## config.mk

```make
export PLATFORM = sky130hd
export DESIGN_NAME = adc_pin_control_interface
export DESIGN_NICKNAME = d
export VERILOG_FILES = /design/src/core/adc_ctl_pkg.sv /design/src/core/fifo_if.sv /design/src/core/result_fifo.sv /design/src/core/adc_pin_control_interface.sv
export SDC_FILE = /design/constraint.sdc
export NUM_CORES = 1
export LEC_CHECK = 0
export BUFFER_PORTS_ARGS = -buffer_cell sky130_fd_sc_hd__buf_2
export CAP_MARGIN = 10
export CORE_MARGIN = 4
export CORE_UTILIZATION = 60
export DETAILED_ROUTE_END_ITERATION = 16
export GPL_TIMING_DRIVEN = 0
export PLACE_DENSITY = 0.88
export SETUP_SLACK_MARGIN = 0.3
export SLEW_MARGIN = 20
export SYNTH_ARGS = -nofsm -noshare
export SYNTH_HDL_FRONTEND = slang
export SYNTH_HIERARCHICAL = 1
export SYNTH_SLANG_ARGS = --single-unit
```

## constraint.sdc

```tcl
create_clock -name clk -period 4.6 [get_ports clk]
set_clock_uncertainty 0.1 [all_clocks]
set_input_delay 0.92 -clock clk [delete_from_list [all_inputs] [get_ports clk]]
set_output_delay 0.92 -clock clk [all_outputs]
set_load 0.01 [all_outputs]
```

## src/core/adc_ctl_pkg.sv

```systemverilog
// constants, types and helpers shared by the converter control files
package adc_ctl_pkg;
  // data widths, fifo depth and counter width
  localparam int RESULT_W = 16;
  localparam int CONV_W = 14;
  localparam int CMD_W = 8;
  localparam int FIFO_DEPTH = 8;
  localparam int CNT_W = 4;

  // timing: successive approximation length in divided clocks
  localparam logic [CNT_W-1:0] SAR_CYCLES = 4'hE;

  // system clock and internal oscillator rates
  localparam longint CLK_HZ = 125_000_000;
  localparam longint OSC_HZ = 2_500_000;
  // half period rounds down so the oscillator never runs slow
  localparam logic [7:0] OSC_HALF =
    8'((CLK_HZ / (2 * OSC_HZ)) > 0 ? (CLK_HZ / (2 * OSC_HZ)) : 1);

  // clock divide factor codes
  localparam logic [1:0] DIV_BY1 = 2'h0;
  localparam logic [1:0] DIV_BY2 = 2'h1;
  localparam logic [1:0] DIV_BY4 = 2'h2;
  localparam logic [1:0] DIV_BY8 = 2'h3;

  // synchroniser bit positions and reset value (chip select idles high)
  localparam int SY_MRST = 0;
  localparam int SY_EDGE = 1;
  localparam int SY_CONV = 2;
  localparam int SY_OSC = 3;
  localparam int SY_CPIN = 4;
  localparam int SY_SCLK = 5;
  localparam int SY_CSN = 6;
  localparam int SY_DIN = 7;
  localparam int SY_W = 8;
  localparam logic [SY_W-1:0] SYNC_RST = 8'h40;

  // conversion states
  typedef enum logic [2:0] {
    ST_IDLE = 3'h1,
    ST_SAR = 3'h2,
    ST_STORE = 3'h4
  } conv_state_e;

  // last count of the divider for a given factor code
  function automatic logic [2:0] div_last(input logic [1:0] code);
    case (code)
      DIV_BY1: div_last = 3'h0;
      DIV_BY2: div_last = 3'h1;
      DIV_BY4: div_last = 3'h3;
      default: div_last = 3'h7;
    endcase
  endfunction
endpackage

```

## src/core/fifo_if.sv

```systemverilog
// valid/ready carrier between the control block and its result fifo
`timescale 1ns/1ps
interface fifo_if #(parameter int W = 16);
  logic wr_valid;
  logic wr_ready;
  logic [W-1:0] wr_data;
  logic rd_valid;
  logic rd_ready;
  logic [W-1:0] rd_data;
  modport store (
    input wr_valid, wr_data, rd_ready,
    output wr_ready, rd_valid, rd_data
  );
  modport user (
    output wr_valid, wr_data, rd_ready,
    input wr_ready, rd_valid, rd_data
  );
endinterface

```

## src/core/result_fifo.sv

```systemverilog
// parameterised result fifo with valid/ready on both sides
`timescale 1ns/1ps
module result_fifo #(
  parameter int W = 16,
  parameter int DEPTH = 8
) (
  // clock and reset
  input wire logic clk,
  input wire logic resetn,
  input wire logic clear,
  // both sides
  fifo_if.store port
);
  localparam int AW = $clog2(DEPTH);
  logic [W-1:0] mem [DEPTH];
  logic [AW-1:0] wp_r, wp_nxt, rp_r, rp_nxt;
  logic [AW:0] cnt_r, cnt_nxt;
  logic push, pop;

  assign port.wr_ready = (cnt_r != (AW+1)'(DEPTH));
  assign port.rd_valid = (cnt_r != '0);
  assign port.rd_data = mem[rp_r];
  assign push = port.wr_valid & port.wr_ready;
  assign pop = port.rd_valid & port.rd_ready;

  always_comb begin
    wp_nxt = push ? AW'(wp_r + 1'b1) : wp_r;
    rp_nxt = pop ? AW'(rp_r + 1'b1) : rp_r;
    cnt_nxt = (AW+1)'(cnt_r + push - pop);
    if (clear) begin
      wp_nxt = '0;
      rp_nxt = '0;
      cnt_nxt = '0;
    end
  end

  always_ff @(posedge clk or negedge resetn) begin
    if (!resetn) begin
      wp_r <= '0;
      rp_r <= '0;
      cnt_r <= '0;
    end else begin
      wp_r <= wp_nxt;
      rp_r <= rp_nxt;
      cnt_r <= cnt_nxt;
    end
  end

  // storage has no reset; occupancy guards every read
  always_ff @(posedge clk) begin
    if (push) begin
      mem[wp_r] <= port.wr_data;
    end
  end
endmodule // result_fifo

```

## src/core/adc_pin_control_interface.sv

```systemverilog
// pin level control of the converter: reset, clocks, trigger, serial port
`timescale 1ns/1ps
module adc_pin_control_interface
  import adc_ctl_pkg::*;
(
  // clock and reset
  input wire logic clk,
  input wire logic resetn,
  // control pins
  input wire logic master_reset,
  input wire logic edge_select,
  input wire logic convert,
  output logic busy,
  input wire logic internal_osc_select,
  // configuration bits
  input wire logic internal_osc_select_bit,
  input wire logic [1:0] clock_divide_factor,
  input wire logic two_wire_mode,
  // conversion clock pin
  input wire logic conv_clock_pin_in,
  output logic conv_clock_pin_out,
  output logic conv_clock_pin_oe_n,
  // analog result from the converter core
  input wire logic [CONV_W-1:0] sample_data,
  // serial pins
  input wire logic sclk,
  input wire logic cs_n,
  input wire logic din_in,
  output logic din_out,
  output logic din_oe_n,
  output logic dout,
  output logic dout_oe_n,
  // received command bytes
  output logic [CMD_W-1:0] cmd_byte,
  output logic cmd_valid
);
  ////////////////////////////////////////////////////////////////////////////
  // pin synchronisers
  logic [SY_W-1:0] s1_r, s2_r;
  logic mrst, edge_s, conv_s, osc_s, cpin_s, sclk_s, csn_s, din_s;

  always_ff @(posedge clk or negedge resetn) begin
    if (!resetn) begin
      s1_r <= SYNC_RST;
      s2_r <= SYNC_RST;
    end else begin
      s1_r <= {din_in, cs_n, sclk, conv_clock_pin_in, internal_osc_select,
               convert, edge_select, master_reset};
      s2_r <= s1_r;
    end
  end
  assign mrst = s2_r[SY_MRST];
  assign edge_s = s2_r[SY_EDGE];
  assign conv_s = s2_r[SY_CONV];
  assign osc_s = s2_r[SY_OSC];
  assign cpin_s = s2_r[SY_CPIN];
  assign sclk_s = s2_r[SY_SCLK];
  assign csn_s = s2_r[SY_CSN];
  assign din_s = s2_r[SY_DIN];

  ////////////////////////////////////////////////////////////////////////////
  // oscillator, pin sensing and divider
  logic osc_on, cpin_tick, div_tick;
  logic [7:0] ocnt_r, ocnt_nxt;
  logic osc_r, osc_nxt, cpin_prev_r, cpin_prev_nxt;
  logic [2:0] div_r, div_nxt;

  assign osc_on = osc_s | internal_osc_select_bit;
  assign cpin_tick = cpin_s & ~cpin_prev_r;
  assign div_tick = cpin_tick && (div_r == div_last(clock_divide_factor));

  always_comb begin
    ocnt_nxt = 8'(ocnt_r + 1'b1);
    osc_nxt = osc_r;
    cpin_prev_nxt = cpin_s;
    div_nxt = div_r;
    if (ocnt_r == 8'(OSC_HALF - 1'b1)) begin
      ocnt_nxt = 8'h00;
      osc_nxt = ~osc_r;
    end
    // clock is sensed back at the pin in both directions; a divider
    // change is compared at once, so it can take effect mid-count
    if (cpin_tick) begin
      div_nxt = div_tick ? 3'h0 : 3'(div_r + 1'b1);
    end
    if (!osc_on) begin
      ocnt_nxt = 8'h00;
      osc_nxt = 1'b0;
    end
    if (mrst) begin
      ocnt_nxt = 8'h00;
      osc_nxt = 1'b0;
      div_nxt = 3'h0;
    end
  end

  always_ff @(posedge clk or negedge resetn) begin
    if (!resetn) begin
      ocnt_r <= 8'h00;
      osc_r <= 1'b0;
      cpin_prev_r <= 1'b0;
      div_r <= 3'h0;
    end else begin
      ocnt_r <= ocnt_nxt;
      osc_r <= osc_nxt;
      cpin_prev_r <= cpin_prev_nxt;
      div_r <= div_nxt;
    end
  end
  assign conv_clock_pin_out = osc_r;
  assign conv_clock_pin_oe_n = ~osc_on;

  ////////////////////////////////////////////////////////////////////////////
  // conversion sequencing (chip select plays no part here)
  // no chip select term
  fifo_if #(.W(RESULT_W)) fq ();
  conv_state_e st_r, st_nxt;
  logic [CNT_W-1:0] sar_r, sar_nxt;
  logic conv_lvl_r, conv_lvl_nxt, busy_r, busy_nxt, trig_edge;
  logic [RESULT_W-1:0] res_r, res_nxt;

  assign trig_edge = div_tick & conv_s & ~conv_lvl_r;

  always_comb begin
    st_nxt = st_r;
    sar_nxt = sar_r;
    res_nxt = res_r;
    conv_lvl_nxt = div_tick ? conv_s : conv_lvl_r;
    case (st_r)
      ST_IDLE: begin
        if (trig_edge) begin
          st_nxt = ST_SAR;
          sar_nxt = '0;
        end
      end
      ST_SAR: begin
        if (div_tick) begin
          sar_nxt = CNT_W'(sar_r + 1'b1);
          if (sar_r == CNT_W'(SAR_CYCLES - 1'b1)) begin
            st_nxt = ST_STORE;
            res_nxt = RESULT_W'(sample_data);
          end
        end
      end
      ST_STORE: begin
        // full fifo holds busy high, the back-pressure on new triggers
        if (fq.wr_ready) begin
          st_nxt = ST_IDLE;
        end
      end
      default: st_nxt = ST_IDLE;
    endcase
    if (mrst) begin
      st_nxt = ST_IDLE;
      sar_nxt = '0;
      res_nxt = '0;
      conv_lvl_nxt = 1'b0;
    end
    busy_nxt = (st_nxt != ST_IDLE);
  end

  always_ff @(posedge clk or negedge resetn) begin
    if (!resetn) begin
      st_r <= ST_IDLE;
      sar_r <= '0;
      res_r <= '0;
      conv_lvl_r <= 1'b0;
      busy_r <= 1'b0;
    end else begin
      st_r <= st_nxt;
      sar_r <= sar_nxt;
      res_r <= res_nxt;
      conv_lvl_r <= conv_lvl_nxt;
      busy_r <= busy_nxt;
    end
  end
  assign busy = busy_r;
  assign fq.wr_valid = (st_r == ST_STORE) & ~mrst;
  assign fq.wr_data = res_r;

  result_fifo #(.W(RESULT_W), .DEPTH(FIFO_DEPTH)) u_fifo (
    .clk(clk),
    .resetn(resetn),
    .clear(mrst),
    .port(fq.store)
  );

  ////////////////////////////////////////////////////////////////////////////
  // serial port, clocked by clk and stepped by sampled serial clock edges
  logic sclk_prev_r, csn_prev_r, sclk_act, cs_fall;
  logic [CMD_W-1:0] rx_r, rx_nxt, cmd_r, cmd_nxt;
  logic [2:0] rxc_r, rxc_nxt;
  logic cval_r, cval_nxt;
  logic [RESULT_W-1:0] tx_r, tx_nxt;

  assign sclk_act = edge_s ? (sclk_s & ~sclk_prev_r) : (~sclk_s & sclk_prev_r);
  assign cs_fall = ~csn_s & csn_prev_r;
  assign fq.rd_ready = cs_fall & ~mrst;

  always_comb begin
    rx_nxt = rx_r;
    rxc_nxt = rxc_r;
    cmd_nxt = cmd_r;
    cval_nxt = 1'b0;
    tx_nxt = tx_r;
    // serial side counts only serial clock edges
    if (cs_fall) begin
      rxc_nxt = 3'h0;
      tx_nxt = fq.rd_valid ? fq.rd_data : '0;
    end else if (!csn_s && sclk_act) begin
      // one edge shifts in and out
      rx_nxt = {rx_r[CMD_W-2:0], din_s};
      tx_nxt = {tx_r[RESULT_W-2:0], 1'b0};
      rxc_nxt = 3'(rxc_r + 1'b1);
      if (rxc_r == 3'h7) begin
        cmd_nxt = {rx_r[CMD_W-2:0], din_s};
        cval_nxt = 1'b1;
      end
    end
    // chip select high ignores serial clock
    if (mrst) begin
      rx_nxt = '0;
      rxc_nxt = 3'h0;
      cmd_nxt = '0;
      cval_nxt = 1'b0;
      tx_nxt = '0;
    end
  end

  always_ff @(posedge clk or negedge resetn) begin
    if (!resetn) begin
      sclk_prev_r <= 1'b0;
      csn_prev_r <= 1'b1;
      rx_r <= '0;
      rxc_r <= 3'h0;
      cmd_r <= '0;
      cval_r <= 1'b0;
      tx_r <= '0;
    end else begin
      sclk_prev_r <= sclk_s;
      csn_prev_r <= csn_s;
      rx_r <= rx_nxt;
      rxc_r <= rxc_nxt;
      cmd_r <= cmd_nxt;
      cval_r <= cval_nxt;
      tx_r <= tx_nxt;
    end
  end
  assign cmd_byte = cmd_r;
  assign cmd_valid = cval_r;
  assign dout = tx_r[RESULT_W-1];
  assign din_out = tx_r[RESULT_W-1];
  assign dout_oe_n = csn_s;
  // data-in drives only in 2-wire mode while selected
  assign din_oe_n = ~(two_wire_mode & ~csn_s);

  logic [CNT_W:0] tick_cnt_r;
  always_ff @(posedge clk or negedge resetn) begin
    if (!resetn) begin
      tick_cnt_r <= '0;
    end else begin
      tick_cnt_r <= (st_r != ST_SAR) ? '0 :
                    (CNT_W+1)'(tick_cnt_r + div_tick);
    end
  end
endmodule // adc_pin_control_interface

```

==> impl_results.md <==
- Outcome: complete, no violations
- Post-DP HPWL: between 10,000 and 15,000 um
- Final Non-Filler Cells: approximately 890
- Layout cells sized above 1: between 20% and 30%
- RSZ-0062 raised after global routing: no
- Drt first pass iters: 5
- Critical path capture point type: flip-flop
- Avg WL per Cell: between 20 and 25 um
- Antenna cells: 0
- Area growth from synthesis to layout: 15.5%
- Die height: approximately 130 um
- Post-layout nets: 734
- Critical Path Fanout Max: 10
- Rows: between 40 and 50
- Post-CTS setup buffer count: 0
- Top Layer Used: met4
- Clock sink count: 227
- Post-synthesis average cell area: around 15 um2
- Net switching power figure: between 0.0008 and 0.0009 W
- Clock-pin slew on the worst setup and hold paths: roughly 0.060 ns
- Headroom to the max-slew limit: 39.6%
- CTS tree: yes
- Ys Warns: 6
- Routed wire length: 19,800 um
- Leakage: 3.78 nW
- Total die area: 17,400 um2
- H-Tree Depth: 1
- Peak supply drop: approximately 0.00035 V
- Period utilization: 82.6%
- Minimum clock period: between 3 and 4 ns
- Cell variety after synth: 50
- Met1 wire length: about 7600 um
- CP Launch Type: flip-flop
- Initial antenna violation count: 0
- Core area: 15,100 um2
- Clock share of power: 44.8%
- CP arrival: slightly below 4 ns
- Initial Utilization: 60.8%
- Sequential share of the synthesized area: 68.7%
- First-pass GRT wire length: 31,900 um
- Gate power share: around 2.6%
- Final Hold Fails: 0
- Post-CTS sizing: 0
- Mapped Cells: 596
- Via Count: 5,547
- # IOs: between 40 and 50
- Number of remaining DRC errors: 0
- FMAX: between 0.2 and 0.3 GHz
- Crit Path Category: flip-flop to flip-flop
- Pwr Density: just under 400 nW/um2
- Final core utilization: 70.3%
- Routability congestion estimate: 0.788
- Met2 WL: 10,300 um
- Total of max-cap violations: 0
- Async S/R FF share, synth: 43.6%
- Mapped cell area: 9210 um2
- Final Max Slew Viols: 0
- Setup WS post-layout: between 0.8 and 0.9 ns
- Placed cells: 853
- Final Power: 0.00414 W
- Sequential group share of total power: a little over half
- Grt ovf: 0
- Final Setup Violations: 0
- Vias in the first global route: 5,868
- Worst hold path class: primary input to async pin
- Gr usage total: 23.1%
- Post-Place Worst Slack: 1.02 ns
- Root buf cell: clkbuf_16
- Die W: between 100 and 150 um
- Synthesized flop and latch total: 227
- Worst skew pair latency: around 0.5 ns
- WL met3: between 1000 and 1500 um
- Req. time, crit path: between 4 and 5 ns
- Number of synthesized flops with an enable pin: between 100 and 150
- Maximum number of pins on one net before global-route repair: 65
- Avg Vias per Cell: approximately 6.2
- Internal Pwr Total: 0.00330 W
- TritonCTS Buffers: 23
- CTS Buffer Depth: 3
- Post-CTS Hold Fix Bufs: 0
- Post-route antenna net violation count: 0
- Main synth FF type: edfxtp_1
- Port Buffers: 43
- Switch share: 20.3%
- Least-Margin Pin Slew: between 0.8 and 0.9 ns
- DR iter-0 viols: between 600 and 700
-- layout by cell type (no fill, tap or decap), types with 4 or more instances in the layout --
master	netlist	final
inv_1	17	17
nand2_1	35	35
mux4_1	24	24
buf_4	1	5
clkinv_1	0	4
o21ai_0	32	32
xor2_1	6	6
clkbuf_1	19	20
nand2b_1	7	7
nor3_1	8	6
conb_1	1	16
nor2b_1	5	5
a22o_1	21	21
or3_1	7	7
edfxtp_1	128	128
a21oi_1	39	39
mux2i_1	6	6
mux2_2	17	17
nor2_2	0	6
ha_1	15	15
buf_2	3	45
nor2_1	45	39
xnor2_1	4	4
nand3_1	11	11
dfrtp_1	95	95
mux4_2	8	8
nor3b_1	5	5
clkbuf_16	0	23
dfstp_2	4	4
buf_6	4	9
clkinv_2	0	4
-- sequential cells by signal, indices dropped and copies added (netlist names) --
name and flops:
cmd_valid 1, cpin_prev_r 1, rxc_r 3, fq.wr_data 14
sar_r 4, cmd_byte 8, sclk_prev_r 1, u_fifo/cnt_r 4
s2_r 8, s1_r 8, rx_r 7, conv_clock_pin_out 1
u_fifo/wp_r 3, st_r 3, conv_lvl_r 1, csn_prev_r 1
busy 1, u_fifo/rp_r 3, div_r 3, ocnt_r 8
tx_r 16, u_fifo/mem 128
-- cells by family (layout without fill, tap and decap cells) --
logic type | count (synthesis) | in the layout | share of synthesized area (%)
AO/OA/AOI/OAI | 102 | 102 | 6.75
XOR/XNOR | 10 | 10 | 0.951
AND/OR/NAND/NOR | 139 | 139 | 7.52
flip-flops | 227 | 227 | 68.7
adder cells (fa/ha/maj) | 16 | 16 | 2.25
buffers and inverters | 46 | 141 | 2.29
multiplexers | 55 | 55 | 11.5
other | 1 | 16 | 0.0407
-- routing by layer --
metal  GRT usage [%]  vias up
met1            30.2     2813
met5               0        -
met4            7.93        0
met2            40.2      271
met3            3.44       48
li1                -     2415
-- through the flow --
| step | setup TNS, ns | hold slack, ns | area, um2 |
|---|---|---|---|
| finish | 0 | 0.220 | 10600 |
| global route | 0 | 0.238 | 10600 |
| CTS | 0 | 0.223 | 10600 |
| detailed placement | 0 | 0.237 | 9880 |
| global placement | -3.39 | 0.232 | 9720 |
| floorplan | 0 | 0.231 | 9270 |
-- cell usage after synthesis (2+ instances only) --
| cell | number | share of area, % |
|---|---|---|
| edfxtp_1 | 128 | 42 |
| dfrtp_1 | 95 | 26 |
| nor2_1 | 45 | 1.8 |
| a21oi_1 | 39 | 2.1 |
| nand2_1 | 35 | 1.4 |
| o21ai_0 | 32 | 1.7 |
| mux4_1 | 24 | 6.8 |
| a22o_1 | 21 | 2.0 |
| clkbuf_1 | 19 | 0.77 |
| inv_1 | 17 | 0.69 |
| mux2_2 | 17 | 2.1 |
| ha_1 | 15 | 2.0 |
| nand3_1 | 11 | 0.60 |
| mux4_2 | 8 | 2.0 |
| nor3_1 | 8 | 0.43 |
| nand2b_1 | 7 | 0.48 |
| or3_1 | 7 | 0.48 |
| mux2i_1 | 6 | 0.65 |
| xor2_1 | 6 | 0.57 |
| nor2b_1 | 5 | 0.34 |
| nor3b_1 | 5 | 0.41 |
| buf_6 | 4 | 0.49 |
| dfstp_2 | 4 | 1.1 |
| xnor2_1 | 4 | 0.38 |
| a21o_1 | 3 | 0.24 |
| and2_1 | 3 | 0.20 |
| buf_2 | 3 | 0.16 |
| and3_1 | 2 | 0.14 |
| or4b_2 | 2 | 0.22 |
-- final timing paths --
kind	from	slack, ns	to	cells past startpoint
worst min register to register	s1_r[2]	0.25	s2_r[2]	0
worst min-delay path	resetn	0.22	tx_r[1]	1
min in group clk	s1_r[2]	0.25	s2_r[2]	0
worst max register to register	s2_r[0]	0.80	u_fifo/mem[6][6]	7
worst max-delay path	s2_r[0]	0.80	u_fifo/mem[6][6]	7
max in group asynchronous	resetn	3.51	st_r[0]	2
-- power groups by stage --
| stage | clock, W | combinational (W) | sequential, W |
|---|---|---|---|
| floorplan | 0 | 0.0000512 | 0.00221 |
| global placement | 0 | 0.0000934 | 0.00221 |
| detailed placement | 0 | 0.000104 | 0.00221 |
| CTS | 0.00187 | 0.000107 | 0.00218 |
| global route | 0.00196 | 0.000121 | 0.00218 |
| finish | 0.00185 | 0.000108 | 0.00218 |
-- final cells by class --
| type | instances | area (um2) |
|---|---|---|
| flip-flops and latches | 227 | 6330 |
| well taps | 188 | 235 |
| clock buffers | 25 | 593 |
| multi-input cells | 338 | 2760 |
| inverters | 17 | 63.8 |
| fillers | 822 | 4500 |
| repair buffers | 54 | 354 |
| plain buffers | 29 | 148 |
| clock inverters | 16 | 166 |
-- worst max-delay path, cell delays in order (launching register included) --
cell and delay, ns:
dfrtp_1 0.40, clkbuf_1 0.28, clkbuf_1 0.33, nor4b_1 0.85, inv_1 0.17, or3_1 0.54
nor2_2 0.55, buf_6 0.27
Note: power is estimated with default switching activity, not from simulation.
